## src/port_pin_function_mux_params.svh

```systemverilog
/*
 Timing-free constants for the port pin function multiplexer: widths,
 reset values and bit positions of shared pins.
 Assumes inclusion by bare name from the package and the module.
*/
`ifndef PORT_PIN_FUNCTION_MUX_PARAMS_SVH
`define PORT_PIN_FUNCTION_MUX_PARAMS_SVH
`define P0_WIDTH 5
`define P1_WIDTH 4
`define P8_WIDTH 8
`define SEG_PORTS 5
`define SEG_COUNT 40
`define DIR_RESET 8'h00
`define P0_IRQ0_BIT 0
`define P0_IRQ1_BIT 1
`define P0_IRQ2_BIT 2
`define P0_T8A_BIT 3
`define P0_T8B_BIT 4
`define P4_AMP_BIT 6
`define P4_SND_BIT 7
`define P12_CLKOUT_BIT 0
`define P12_T16_BIT 1
`define P12_CAP_BIT 2
`define P12_RXD_BIT 3
`define P12_TXD_BIT 4
`define P12_SCK_BIT 5
`define P12_SO_BIT 6
`define P12_SI_BIT 7
`endif

```

## src/port_pin_function_mux_pkg.sv

```systemverilog
/*
 Types for the port pin function multiplexer.
 Assumes the params header is on the include path.
*/
`include "port_pin_function_mux_params.svh"
package port_pin_function_mux_pkg;
   typedef enum logic [1:0] {edge_none, edge_rise, edge_fall, edge_both} edge_sel_t;
   typedef struct packed {
      logic [2:0] irq_meta;
      logic [2:0] irq_sync;
      logic [2:0] irq_last;
      logic [2:0] irq_pulse;
      logic [2:0] irq_warm;
      logic [3:0] t_meta;
      logic [3:0] t_sync;
      logic [2:0] r_meta;
      logic [2:0] r_sync;
      logic bus_tx;
      logic [56:0] pin_meta;
      logic [56:0] pin_sync;
      logic [2:0] bus_meta;
      logic [2:0] bus_sync;
   } state_t;
endpackage

```

## src/port_pin_function_mux.sv

```systemverilog
/*
 Pin multiplexer for the general ports: direction, alternate functions,
 segment selection, interrupt edge detection, input synchronisers.
 Assumes peripherals and port latches run on clk; pins are asynchronous.
*/
`timescale 1ns/100ps
`default_nettype none
`include "port_pin_function_mux_params.svh"
module port_pin_function_mux (
   input wire logic clk, // system clock 125 MHz
   input wire logic reset_n, // async reset, active low
   input wire logic [4:0] p0_in, // port 0 pin levels
   output logic [4:0] p0_out, // port 0 pin drive
   output logic [4:0] p0_oe, // port 0 output enable
   input wire logic [4:0] p0_latch, // port 0 output latch
   input wire logic [4:0] p0_dir_out, // port 0 direction, 1 = output
   input wire logic [3:0] p1_in, // port 1 input pins
   output logic [3:0] analog_in_lines, // to the converter
   input wire logic [7:0] p4_in, // port 4 pin levels
   output logic [7:0] p4_out, // port 4 pin drive
   output logic [7:0] p4_oe, // port 4 output enable
   input wire logic [7:0] p4_latch, // port 4 output latch
   input wire logic [7:0] p4_dir_out, // port 4 direction
   input wire logic [39:0] segp_in, // ports 8..12 pins, port 8 low
   output logic [39:0] segp_out, // ports 8..12 drive
   output logic [39:0] segp_oe, // ports 8..12 enable
   input wire logic [39:0] segp_latch, // ports 8..12 latches
   input wire logic [39:0] segp_dir_out, // ports 8..12 direction
   input wire logic [39:0] seg_func, // port function, 1 = segment
   input wire logic [39:0] lcd_segment_lines, // segment waveform, index = segment
   output logic [4:0] p0_rd, // port 0 read data
   output logic [3:0] p1_rd, // port 1 read data
   output logic [7:0] p4_rd, // port 4 read data
   output logic [39:0] segp_rd, // ports 8..12 read data
   input wire logic [1:0] irq_edge_0, // edge select, ext irq 0
   input wire logic [1:0] irq_edge_1, // edge select, ext irq 1
   input wire logic [1:0] irq_edge_2, // edge select, ext irq 2
   output logic ext_irq_in_0, // edge detected pulse
   output logic ext_irq_in_1, // edge detected pulse
   output logic ext_irq_in_2, // edge detected pulse
   input wire logic timer8a_out_en, // timer 8a output selected
   input wire logic timer8a_out, // timer 8a output / PWM
   output logic timer8a_count_in, // synchronised count input
   input wire logic timer8b_out_en, // timer 8b output selected
   input wire logic timer8b_out, // timer 8b output / PWM
   output logic timer8b_count_in, // synchronised count input
   input wire logic timer16_out_en, // timer 16 output selected
   input wire logic timer16_out, // timer 16 output
   output logic timer16_count_in, // synchronised count input
   output logic timer16_capture_in, // synchronised capture input
   input wire logic sound_amp_en, // amplitude output selected
   input wire logic sound_amplitude_out, // amplitude signal
   input wire logic sound_out_en, // sound output selected on bit 7
   input wire logic sound_sel_freq, // 1 = frequency, 0 = composed
   input wire logic sound_composed_out, // composed sound signal
   input wire logic sound_frequency_out, // frequency sound signal
   input wire logic clk_out_en, // clock output selected
   input wire logic programmable_clock_out, // clock output signal
   input wire logic uart_tx_en, // uart transmit selected
   input wire logic uart_transmit, // uart transmit data
   output logic uart_receive, // synchronised receive data
   input wire logic csi_so_en, // serial out selected
   input wire logic csi_serial_out, // serial data out
   output logic csi_serial_in, // synchronised serial in
   input wire logic csi_master, // 1 = clock generated here
   input wire logic csi_clock_drive, // generated serial clock
   output logic csi_serial_clock, // synchronised serial clock in
   input wire logic bus_tx_data, // bus transmit data
   output logic bus_transmit, // dedicated transmit pin
   input wire logic [2:0] bus_rx_pins, // dedicated receive pins
   output logic bus_receive_0, // synchronised receive 0
   output logic bus_receive_1, // synchronised receive 1
   output logic bus_receive_2 // synchronised receive 2
);
   port_pin_function_mux_pkg::state_t st;
   port_pin_function_mux_pkg::state_t next_st;
   logic [39:0] seg_on_pin;
   logic [7:0] p12_alt_oe;
   logic [7:0] p12_alt_val;

   // edge match for one synchronised interrupt line
   function automatic logic edge_hit(input logic [1:0] sel, input logic now, input logic last);
      logic rise;
      logic fall;
      rise = now & ~last;
      fall = ~now & last;
      case (port_pin_function_mux_pkg::edge_sel_t'(sel))
         port_pin_function_mux_pkg::edge_rise: edge_hit = rise;
         port_pin_function_mux_pkg::edge_fall: edge_hit = fall;
         port_pin_function_mux_pkg::edge_both: edge_hit = rise | fall;
         default: edge_hit = 1'b0;
      endcase
   endfunction

   // segment k sits on pin 39-k: port 12 bit 7 carries segment 0
   always_comb
   begin
      for (int i = 0; i < `SEG_COUNT; i++)
      begin
         seg_on_pin[i] = lcd_segment_lines[`SEG_COUNT - 1 - i];
      end
   end

   // port 12 alternate outputs; sck drives only as clock master
   always_comb
   begin
      p12_alt_oe = 8'h00;
      p12_alt_val = 8'h00;
      p12_alt_oe[`P12_CLKOUT_BIT] = clk_out_en;
      p12_alt_val[`P12_CLKOUT_BIT] = programmable_clock_out;
      p12_alt_oe[`P12_T16_BIT] = timer16_out_en;
      p12_alt_val[`P12_T16_BIT] = timer16_out;
      p12_alt_oe[`P12_TXD_BIT] = uart_tx_en;
      p12_alt_val[`P12_TXD_BIT] = uart_transmit;
      p12_alt_oe[`P12_SCK_BIT] = csi_master;
      p12_alt_val[`P12_SCK_BIT] = csi_clock_drive;
      p12_alt_oe[`P12_SO_BIT] = csi_so_en;
      p12_alt_val[`P12_SO_BIT] = csi_serial_out;
   end

   // pin drivers; masked by reset so every port pin floats as input
   always_comb
   begin
      p0_out = p0_latch;
      p0_oe = p0_dir_out & {5{reset_n}};
      p0_out[`P0_T8A_BIT] = timer8a_out_en ? timer8a_out : p0_latch[`P0_T8A_BIT];
      p0_oe[`P0_T8A_BIT] = reset_n & (timer8a_out_en | p0_dir_out[`P0_T8A_BIT]);
      p0_out[`P0_T8B_BIT] = timer8b_out_en ? timer8b_out : p0_latch[`P0_T8B_BIT];
      p0_oe[`P0_T8B_BIT] = reset_n & (timer8b_out_en | p0_dir_out[`P0_T8B_BIT]);
      p4_out = p4_latch;
      p4_oe = p4_dir_out & {8{reset_n}};
      p4_out[`P4_AMP_BIT] = sound_amp_en ? sound_amplitude_out : p4_latch[`P4_AMP_BIT];
      p4_oe[`P4_AMP_BIT] = reset_n & (sound_amp_en | p4_dir_out[`P4_AMP_BIT]);
      // one selector means composed and frequency can never collide
      p4_out[`P4_SND_BIT] = sound_out_en ?
         (sound_sel_freq ? sound_frequency_out : sound_composed_out) :
         p4_latch[`P4_SND_BIT];
      p4_oe[`P4_SND_BIT] = reset_n & (sound_out_en | p4_dir_out[`P4_SND_BIT]);
      for (int i = 0; i < `SEG_COUNT; i++)
      begin
         if (seg_func[i])
         begin
            segp_out[i] = seg_on_pin[i];
            segp_oe[i] = reset_n;
         end
         else if (i >= 32 && p12_alt_oe[i[2:0]])
         begin
            segp_out[i] = p12_alt_val[i[2:0]];
            segp_oe[i] = reset_n;
         end
         else
         begin
            segp_out[i] = segp_latch[i];
            segp_oe[i] = reset_n & segp_dir_out[i];
         end
      end
      analog_in_lines = p1_in;
      bus_transmit = st.bus_tx;
   end

   // read-back: driven bits show the drive value, others the synchronised pin,
   // so a pin read lags its level by two cycles
   assign p0_rd = (p0_oe & p0_out) | (~p0_oe & st.pin_sync[4:0]);
   assign p1_rd = st.pin_sync[8:5];
   assign p4_rd = (p4_oe & p4_out) | (~p4_oe & st.pin_sync[16:9]);
   assign segp_rd = (segp_oe & segp_out) | (~segp_oe & st.pin_sync[56:17]);

   // next state: two-stage synchronisers and edge detection
   always_comb
   begin
      next_st = st;
      next_st.irq_meta = p0_in[2:0];
      next_st.irq_sync = st.irq_meta;
      next_st.irq_last = st.irq_sync;
      next_st.irq_pulse[0] = edge_hit(irq_edge_0, st.irq_sync[0], st.irq_last[0]);
      next_st.irq_pulse[1] = edge_hit(irq_edge_1, st.irq_sync[1], st.irq_last[1]);
      next_st.irq_pulse[2] = edge_hit(irq_edge_2, st.irq_sync[2], st.irq_last[2]);
      // no pulse until the history is filled: a pin idling high is no rising edge
      next_st.irq_warm = {st.irq_warm[1:0], 1'b1};
      if (!st.irq_warm[2])
         next_st.irq_pulse = 3'h0;
      next_st.t_meta = {segp_in[32 + `P12_CAP_BIT], segp_in[32 + `P12_T16_BIT],
         p0_in[`P0_T8B_BIT], p0_in[`P0_T8A_BIT]};
      next_st.t_sync = st.t_meta;
      next_st.r_meta = {segp_in[32 + `P12_SI_BIT], segp_in[32 + `P12_SCK_BIT],
         segp_in[32 + `P12_RXD_BIT]};
      next_st.r_sync = st.r_meta;
      next_st.bus_tx = bus_tx_data;
      next_st.pin_meta = {segp_in, p4_in, p1_in, p0_in};
      next_st.pin_sync = st.pin_meta;
      next_st.bus_meta = bus_rx_pins;
      next_st.bus_sync = st.bus_meta;
   end

   // state register; bus transmit idles high
   always_ff @(posedge clk or negedge reset_n)
   begin
      if (!reset_n)
      begin
         st <= '0;
         st.bus_tx <= 1'b1;
      end
      else
      begin
         st <= next_st;
      end
   end

   assign ext_irq_in_0 = st.irq_pulse[0];
   assign ext_irq_in_1 = st.irq_pulse[1];
   assign ext_irq_in_2 = st.irq_pulse[2];
   assign timer8a_count_in = st.t_sync[0];
   assign timer8b_count_in = st.t_sync[1];
   assign timer16_count_in = st.t_sync[2];
   assign timer16_capture_in = st.t_sync[3];
   assign uart_receive = st.r_sync[0];
   assign csi_serial_clock = st.r_sync[1];
   assign csi_serial_in = st.r_sync[2];

   // dedicated bus receive lines, same two-stage crossing
   assign bus_receive_0 = st.bus_sync[0];
   assign bus_receive_1 = st.bus_sync[1];
   assign bus_receive_2 = st.bus_sync[2];
endmodule
`default_nettype wire

```

## config.mk

```make
export PLATFORM = sky130hd
export DESIGN_NAME = port_pin_function_mux
export DESIGN_NICKNAME = d
export VERILOG_FILES = /design/src/port_pin_function_mux_pkg.sv /design/src/port_pin_function_mux.sv
export VERILOG_INCLUDE_DIRS = /design/src
export SDC_FILE = /design/constraint.sdc
export NUM_CORES = 1
export LEC_CHECK = 0
export BUFFER_PORTS_ARGS = -buffer_cell sky130_fd_sc_hd__clkbuf_2
export CAP_MARGIN = 20
export CORE_AREA = 2 2 176 178
export DETAILED_ROUTE_END_ITERATION = 12
export DIE_AREA = 0 0 178 180
export HOLD_SLACK_MARGIN = 0.08
export PLACE_DENSITY_LB_ADDON = 0.12
export SLEW_MARGIN = 40
export SYNTH_ARGS = -nofsm -noshare
export SYNTH_HDL_FRONTEND = slang
export SYNTH_SLANG_ARGS = --single-unit
```

## constraint.sdc

```tcl
create_clock -name clk -period 1.15 [get_ports clk]
set_input_delay 0.0575 -clock clk [delete_from_list [all_inputs] [get_ports clk]]
set_output_delay 0.0575 -clock clk [all_outputs]
set_load 0.03 [all_outputs]
```

==> impl_results.md, run 1 <==
* MaxCap Viol Count at 0
* CTS Buf Count at 17
* Number of global-route vias before repair at 5,414
* Pre-Repair DR Iteration Count at 4
* Final setup violating endpoints at 50
* Peak Freq at 765 MHz
* Final hold vios at 0
* Top cells by area, synth: dfrtp_1 62%, mux2_2 17%, o21ai_0 4.2%, inv_1 3.5%, buf_4 2.4%
* Worst-margin pin slew at 0.597 ns
* Die ar. at 32,000 um^2
* Reg clk slew, reported paths at 0.06 ns
* Site Rows at 64
* NumNets Final at 1,242
* Slew HR at 59.8%
* Mapped Nets at 679
* Hold slack at 0.0108 ns
* Status: finished with violations
* IO Count at 456
* Distinct cells, synth at 21
* Final Wtd Congestion at 0.860
* Die Span Y at 180 um
* TritonCTS Sinks at 130
* Peak VDD IR at 0.712 mV
* Post-DRT Antenna Nets at 0
* TritonCTS clock tree: built
* Clock Path Buffers at 2
* CP startpoint kind: flop
* IO Port Bufs at 455
* Total chip power at 0.0137 W
* Iter 0 DRT Violations at 132
* PwrDens at 1340 nW/um^2
* Post-synthesis sequential area ratio at 62.4%
* CP Capture Type: output port
* Core ar. at 30,200 um^2
* Worst Reg2Reg Path Length in Cells at 5
* Worst Skew at 0.00758 ns
* CTS Root Cell: clkbuf_16
* R2r endpoint: ext_irq_in_0
* Hold WC Path Type: input port to async pin
* DRC at 0
* RSZ-0062 raised after global routing: true
* Die Width at 178 um
* Worst R2R Setup Slack at 0.04 ns
* FF+latch count, synth at 130
* Max-slew violation count at 0
* Syn Inst Count at 398
* Worst path slowest cell: dfrtp_1
* CP delay by family, top: flip-flops
* CP required at 1.09 ns
* Syn Area/Cell at 13.1 um^2
* Crit path time final at 1.31 ns
* Fin crit share at 114%
* All-Layer GR Usage at 12.8%
* Worst path max stage delay at 0.41 ns
* Final WS setup at -0.157 ns
* P_leak at 5.46 nW
* CP bufs+invs at 1
* First-pass GRT wire length at 30,500 um
* Cell taking the most area after synthesis: dfrtp_1
* Total gr overflow at 0
* FILL cells at 3,154
* Worst r2r src: st[6]
* Worst skew pair latency at 0.41 ns
* Wire length per cell at 15.3 um
* Critical path class: flop to output port
* Cell area after synthesis at 5210 um^2
* Final WL at 21,000 um
* Largest net degree at the start of global routing at 41
* CP Data Arrival Time at 1.25 ns
* H-Tree Level Count at 4
* Synth top area share at 61.9%
* Failing checks: setup timing
* DP HPWL at 17,100 um
* Via count at 5,139
* Starting Density at 17.3%
* Vias per Instance at 3.75
* Initial antenna violation count at 3
* CP Cell Sequence: mux2_4, buf_8
* Yosys warns at 0
* Area Growth Syn to Fin at 97.0%
* CP max FO at 1
* Layout cell share with drive strength beyond 1 at 63.9%
[through the flow]
stage | cells | cell area (um^2) | setup WS, ns | setup TNS, ns | util [%]
final | 1370 | 10300 | -0.157 | -4.38 | 34.0
after global routing | 1369 | 10300 | -0.212 | -7.52 | 34.0
after CTS | 1366 | 10100 | -0.214 | -14.68 | 33.4
after detailed placement | 1254 | 8110 | -0.0887 | -0.139 | 26.8
after global placement | 1254 | 8110 | -0.0924 | -0.138 | 26.8
after floorplan | 398 | 5240 | 0.00902 | 0 | -
[layout by cell type, fill, tap and decap left out, types with 5 or more instances in the layout]
cell type	n
nor2b_1	15
clkbuf_16	17
o31ai_1	5
o31ai_2	5
dfrtp_1	129
clkbuf_2	397
inv_1	46
nand2_1	8
dlygate4sd3_1	73
nor2_1	6
a211oi_1	5
and2_1	9
mux2_4	42
buf_8	47
o21ai_0	38
mux2_2	41
buf_4	32
buf_6	11
[synthesized netlist by cell type, drive strengths merged]
library cell	count
o21ai	44
dfrtp	129
conb	1
a211oi	5
inv	49
nand3b	3
buf	22
dfstp	1
nand2	8
a21boi	3
ha	6
mux2i	1
mux2	83
a21oi	1
nor2b	16
o31ai	10
and2	9
o21a	1
nor2	6
[logic make-up (layout without fill, tap and decap cells)]
logic type | count (synthesis) | count (layout) | synth area share (%)
muxes | 84 | 84 | 18.1
and+or+nand+nor | 42 | 42 | 4.44
buffers and inverters | 71 | 645 | 6.46
other | 1 | 3 | 0.0719
adders and majority gates | 6 | 6 | 1.44
AOI/OAI and AO/OA | 64 | 64 | 7.06
DFF | 130 | 130 | 62.4
[per-layer routing]
metal	vias to the layer above	track usage, %	wire [um]
li1	2453	-	-
met1	2439	12.9	7400
met2	231	24.1	11400
met3	14	5.03	1920
met4	2	3.87	268
met5	-	0	17
[repair_timing]
action | CTS | global route
hold buffers | 74 | 1
pin swaps | 3 | 6
setup buffers | 8 | 2
resized for setup | 151 | 80
hold endpoints to repair | 193 | 11
cloned | 0 | 0
setup endpoints to repair | 54 | 117
[worst max-delay path by stage]
stage,slack (ns),endpoint,depth (start not counted),start
after CTS,-0.21,p4_rd[0],2,st[15]
final,-0.16,p4_rd[0],2,st[15]
after floorplan,0.009,p4_rd[7],3,sound_sel_freq
after global placement,-0.09,segp_rd[16],4,seg_func[16]
after global routing,-0.21,p4_rd[0],2,st[15]
after detailed placement,-0.09,segp_rd[16],4,seg_func[16]
[flip-flops by register name, summed over array words and instances, names as in the netlist]
| register | flops |
|---|---|
| bus_receive_1 | 1 |
| ext_irq_in_0 | 1 |
| bus_receive_2 | 1 |
| st | 57 |
| ext_irq_in_2 | 1 |
| bus_receive_0 | 1 |
| next_st | 62 |
| p1_rd | 4 |
| ext_irq_in_1 | 1 |
| bus_transmit | 1 |
[power by group]
part / leakage (nW) / switching, W / internal, W
clock network: 0.286 / 0.00202 / 0.00330
logic: 3.66 / 0.00190 / 0.00164
registers: 1.52 / 0.0000804 / 0.00481
total: 5.46 / 0.00400 / 0.00975
[worst reg2reg max path: cells and delay by family (launching register included)]
family / cells / cell delay (ns)
buffers and inverters: 1 / 0.15
AOI/OAI and AO/OA: 2 / 0.18
and+or+nand+nor: 1 / 0.03
DFF: 1 / 0.39
adders and majority gates: 1 / 0.25
[final cells by class]
class / count / area (um^2) / share of cell area (%)
inverter: 49 / 184 / 1.79
antenna: 2 / 5.00 / 0.0487
clock inverter: 11 / 130 / 1.27
multi-input combinational: 197 / 1860 / 18.1
tap: 396 / 495 / 4.82
sequential: 130 / 3250 / 31.7
timing repair buffer: 566 / 3890 / 37.8
clock buffer: 19 / 453 / 4.41
(Power assumes the default switching activity.)
==> inputs of run 2 (changes only) <==
MAX_ROUTING_LAYER = met4   (was unset)
clock period = 1.5 ns   (was 1.15 ns; I/O delays follow)
==> run 2 against run 1 <==
  * The flow now finishes without violations
  * Die area stayed put
  * Combinational power shrank 37%
  * Critical path depth grew 1
  * Clock-buffer cell count unchanged
  * Non-clock buffer count decreased by 26
  * Core utilization is 3.2 points lower
  * Total power down 25%
  * Global-route usage down 0.40 points
  * Worst hold slack better by 0.13 ns
  * Routed wire length down 7.8%
  * First-iteration DRC count down 33%
  * Final area is 9.4% lower
  * Critical endpoint is now p0_rd[0]
  * Largest cell class is now sequential cells
==> impl_results.md, run 2 (synthesized netlist as in run 1, its figures left out) <==
* CP startpoint: st[6]
* NumNets Final at 1,216 (-2.1%)
* CP Data Arrival Time at 1.28 ns (+0.03 ns)
* Peak VDD IR at 0.510 mV (-28%)
* Core ar. at 30,200 um^2 (unchanged)
* DP HPWL at 15,800 um (-7.4%)
* Reg clk slew, reported paths at 0.06 ns (about the same)
* Max-slew violation count at 0 (unchanged)
* CTS resizes at 0 (-100%)
* Worst Skew at 0.00405 ns (-0.00352 ns)
* TNS Setup at 0 ns (+4.38 ns)
* Max reg flops at 62 (unchanged)
* Non-Filler Instances at 1,344 (-1.9%)
* Setup bufs post-CTS at 0 (-8)
* Hold WC Path Type: input port to async pin
* CTS Buf Count at 17 (unchanged)
* Worst r2r src: st[6]
* Leading cell type in the layout, fill and taps excluded: clkbuf_2
* R2r endpoint: ext_irq_in_0
* Starting Density at 17.3% (unchanged)
* Commonest cells after routing, fill and taps aside: 454 x clkbuf_2, 129 x dfrtp_1, 80 x mux2_2, 72 x dlygate4sd3_1, 49 x inv_1
* Post-DP Area at 7960 um^2 (-1.8%)
* Wire length per cell at 14.4 um (-6.0%)
* Pre-Repair DR Iteration Count at 4 (unchanged)
* Total chip power at 0.0103 W (-25%)
* All-Layer GR Usage at 12.4% (-0.40 points)
* Vias per Instance at 3.65 (-2.7%)
* PwrDens at 1100 nW/um^2 (-18%)
* Peak Freq at 740 MHz
* Clock Path Buffers at 2 (unchanged)
* Worst R2R Setup Slack at 0.39 ns (+0.35 ns)
* CP max FO at 3 (+2)
* Die Width at 178 um (unchanged)
* CTS hold repair buffers at 72 (-2.7%)
* Die Span Y at 180 um (unchanged)
* P_leak at 4.95 nW (-9.3%)
* Final setup violating endpoints at 0 (-100%)
* H-Tree Level Count at 4 (unchanged)
* Final Core Density at 30.8% (-3.2 points)
* CP required at 1.42 ns (+0.33 ns)
* FILL cells at 3,246 (+2.9%)
* IO Count at 456 (unchanged)
* Design area at 9300 um^2 (-9.4%)
* Number of global-route vias before repair at 5,249 (-3.0%)
* Area Growth Syn to Fin at 78.4%
* Final Wtd Congestion at 0.812 (-5.5%)
* Die ar. at 32,000 um^2 (unchanged)
* TritonCTS clock tree: built
* CP Capture Type: output port
* Placed Cells incl. Taps at 1,238 (-1.3%)
* Total gr overflow at 0 (unchanged)
* IO Port Bufs at 455 (unchanged)
* DRC at 0 (unchanged)
* RSZ-0062 raised after global routing: false
* CTS Root Cell: clkbuf_16
* Worst Reg2Reg Path Length in Cells at 5 (unchanged)
* Post-DRT Antenna Nets at 0 (unchanged)
* Worst skew pair latency at 0.41 ns (about the same)
* Iter 0 DRT Violations at 89 (-33%)
* Fin crit share at 90.1%
* Largest net degree at the start of global routing at 34 (-17%)
* TritonCTS Sinks at 130 (unchanged)
* Final hold vios at 0 (unchanged)
* First-pass GRT wire length at 28,900 um (-5.2%)
* Via count at 4,903 (-4.6%)
* Layout cell share with drive strength beyond 1 at 61.2% (-2.6 points)
* MaxCap Viol Count at 0 (unchanged)
* Site Rows at 64 (unchanged)
* CP startpoint kind: flop
* Status: finished, final reports clean
* Critical path class: flop to output port
* Final WL at 19,400 um (-7.8%)
* Crit path time final at 1.35 ns
* Initial antenna violation count at 1 (-2)
run 2: final cells by class:
| type | count | area (um^2) | area share, % |
|---|---|---|---|
| clock buffer | 19 | 453 | 4.87 |
| antenna | 1 | 2.50 | 0.0269 |
| timing repair buffer | 540 | 3130 | 33.7 |
| sequential | 130 | 3250 | 35.0 |
| inverter | 49 | 184 | 1.98 |
| multi-input combinational | 197 | 1620 | 17.4 |
| tap | 396 | 495 | 5.33 |
| clock inverter | 12 | 158 | 1.69 |
run 2: power by group:
group	switching, W	total [W]	internal [W]
Clock	0.00160	0.00430	0.00270
Sequential	0.0000556	0.00374	0.00369
Combinational	0.00135	0.00223	0.000878
run 2: worst max-delay path by stage:
stage,depth (start not counted),slack [ns],end
6_report,3,0.15,p0_rd[0]
5_1_grt,3,0.05,p0_rd[1]
4_1_cts,4,0.05,bus_transmit
3_5_place_dp,5,0.17,p4_rd[3]
3_3_place_gp,5,0.21,p4_rd[1]
2_1_floorplan,3,0.22,p0_rd[0]
run 2: worst max-delay path: stages (launching register included):
cell      delay [ns]
dfrtp_1         0.38
inv_1           0.09
o21ai_0         0.16
clkbuf_2        0.23
run 2: metrics by stage:
step | hold slack, ns | setup WS [ns]
after floorplan | -0.221 | 0.217
after global placement | -0.0779 | 0.210
after detailed placement | -0.0795 | 0.171
after CTS | 0.150 | 0.0497
after global routing | 0.164 | 0.0500
final | 0.142 | 0.149
run 2: per-layer routing:
layer  up-vias  global-route usage, %  part of all wire, %
li1       2396                      -                    -
met1      2244                   12.6                   36
met2       246                   22.7                   53
met5         -                      -                    0
met3        17                   3.47                  8.3
met4         0                   4.30                  2.0
==> inputs of run 3 (changes only) <==
RECOVER_POWER = 25   (was unset)
==> run 3 against run 2 <==
  * Non-clock buffer count did not move
  * Total power barely moved
  * Clock-buffer cell count did not move
  * Sequential power barely moved
  * Register-to-register slack barely moved
  * Worst hold slack got worse by 0.0016 ns
  * Critical path type unchanged
  * Critical endpoint unchanged
==> impl_results.md, run 3 (synthesized netlist as in run 1, its figures left out) <==
* Status: finished, final reports clean
* RSZ-0062 raised after global routing: false
* CTS Root Cell: clkbuf_16
* Peak Freq at 740 MHz (about the same)
* Leading cell type in the layout, fill and taps excluded: clkbuf_2
* Setup bufs post-CTS at 0 (unchanged)
* Wire length per cell at 14.4 um (about the same)
* Final WL at 19,400 um (about the same)
* Max reg flops at 62 (unchanged)
* H-Tree Level Count at 4 (unchanged)
* CP startpoint kind: flop
* Fin crit share at 90.1% (about the same)
* TritonCTS clock tree: built
* Worst Skew at 0.00406 ns (+0.00000161 ns)
* Area Growth Syn to Fin at 78.1%
* Design area at 9290 um^2 (-0.19%)
* Largest net degree at the start of global routing at 34 (unchanged)
* Worst path slowest cell: dfrtp_1
* Total chip power at 0.0103 W (about the same)
* Sequential Power Share at 36.5% (about the same)
* IO Port Bufs at 455 (unchanged)
* Layout cell share with drive strength beyond 1 at 59.8% (-1.5 points)
* MaxCap Viol Count at 0 (unchanged)
* PwrDens at 1110 nW/um^2 (+0.13%)
* Post-DP Area at 7960 um^2 (unchanged)
* All-Layer GR Usage at 12.4% (unchanged)
* DP HPWL at 15,800 um (unchanged)
* CTS resizes at 0 (unchanged)
* CP required at 1.42 ns (about the same)
* CP Cell Sequence: inv_1, o21ai_0, clkbuf_2
* Crit path time final at 1.35 ns (-0.000149 ns)
* Final Core Density at 30.8% (-0.058 points)
* Max-slew violation count at 0 (unchanged)
* TNS Setup at 0 ns (unchanged)
* TritonCTS Sinks at 130 (unchanged)
* Final setup violating endpoints at 0 (unchanged)
* Die Width at 178 um (unchanged)
* Number of global-route vias before repair at 5,249 (unchanged)
* Final WS setup at 0.149 ns (+0.000149 ns)
* Starting Density at 17.3% (unchanged)
* Peak VDD IR at 0.510 mV (about the same)
* Switch share at 29.3% (about the same)
* CP max FO at 3 (unchanged)
* Die Span Y at 180 um (unchanged)
* Reg clk slew, reported paths at 0.06 ns (about the same)
* CP Capture Type: output port
* Die ar. at 32,000 um^2 (unchanged)
* CTS hold repair buffers at 72 (unchanged)
* Post-DRT Antenna Nets at 0 (unchanged)
* Iter 0 DRT Violations at 88 (-1.1%)
* Int Power at 0.00726 W (about the same)
* Final hold vios at 0 (unchanged)
* Commonest cells after routing, fill and taps aside: 440 x clkbuf_2, 129 x dfrtp_1, 80 x mux2_2, 72 x dlygate4sd3_1, 49 x inv_1
* Via count at 4,902 (-0.020%)
* DRC at 0 (unchanged)
* Worst skew pair latency at 0.41 ns (about the same)
* Worst path max stage delay at 0.38 ns (about the same)
* Initial antenna violation count at 1 (unchanged)
* Total gr overflow at 0 (unchanged)
* Post-Place Setup Slack at 0.171 ns (unchanged)
* Clk pwr share at 41.9% (about the same)
* Core ar. at 30,200 um^2 (unchanged)
* Clock Path Buffers at 2 (unchanged)
* Combinational fraction of design power at 21.6% (about the same)
* Site Rows at 64 (unchanged)
* P_leak at 4.91 nW (-0.84%)
* CP Data Arrival Time at 1.28 ns (about the same)
* Sw Pwr at 0.00301 W (about the same)
* Pre-Repair DR Iteration Count at 4 (unchanged)
* CTS Buf Count at 17 (unchanged)
* NumNets Final at 1,216 (unchanged)
* Final Wtd Congestion at 0.812 (unchanged)
* Vias per Instance at 3.65 (about the same)
* Hold WC Path Type: input port to async pin
* First-pass GRT wire length at 28,900 um (unchanged)
* Critical path class: flop to output port
* IO Count at 456 (unchanged)
-- run 3: cell counts in the layout (fill, tap and decap cells not counted) --
No cell type changed its count.
-- run 3: worst max-delay path, delay by kind of cell, from the launching register on --
kind	cells	cell delay, ns
AOI/OAI and AO/OA	1	0.16
DFF	1	0.38
buffers and inverters	2	0.32
-- run 3: final timing paths --
check,start,end,slack (ns),depth (start not counted)
min in group clk,segp_in[36],next_st[59],0.30,2
max reg2reg,st[6],ext_irq_in_0,0.39,5
max,st[6],p0_rd[0],0.15,3
min reg2reg,next_st[25],st[25],0.34,0
max in group asynchronous,reset_n,bus_transmit,0.34,5
min,reset_n,st[48],0.14,2
-- run 3: cell type report --
type / count / area [um^2]
clock buffers: 19 / 453
diodes: 1 / 2.50
flip-flops and latches: 130 / 3250
well taps: 396 / 495
inverters: 49 / 184
multi-input cells: 197 / 1620
clock inverters: 12 / 158
fillers: 3249 / 20900
repair buffers: 540 / 3120
-- run 3: power groups by stage --
stage / combinational [W] / sequential, W / clock [W]
after global routing: 0.00240 / 0.00376 / 0.00462
final: 0.00222 / 0.00374 / 0.00430
after floorplan: 0.00116 / 0.00382 / 0
after detailed placement: 0.00210 / 0.00381 / 0
after global placement: 0.00210 / 0.00381 / 0
after CTS: 0.00227 / 0.00375 / 0.00447
-- run 3: metrics by stage --
step	cells	hold WS, ns
2_1_floorplan	398	-0.221
3_3_place_gp	1238	-0.0779
3_5_place_dp	1238	-0.0795
4_1_cts	1341	0.150
5_1_grt	1344	0.164
6_report	1344	0.140
-- run 3: per-layer routing --
metal  part of all wire (%)  vias up  global-route usage [%]
met5                      0        -                       -
met4                    2.0        0                    4.30
met3                    8.4       17                    3.47
met2                     53      244                    22.7
met1                     36     2245                    12.6
li1                       -     2396                       -
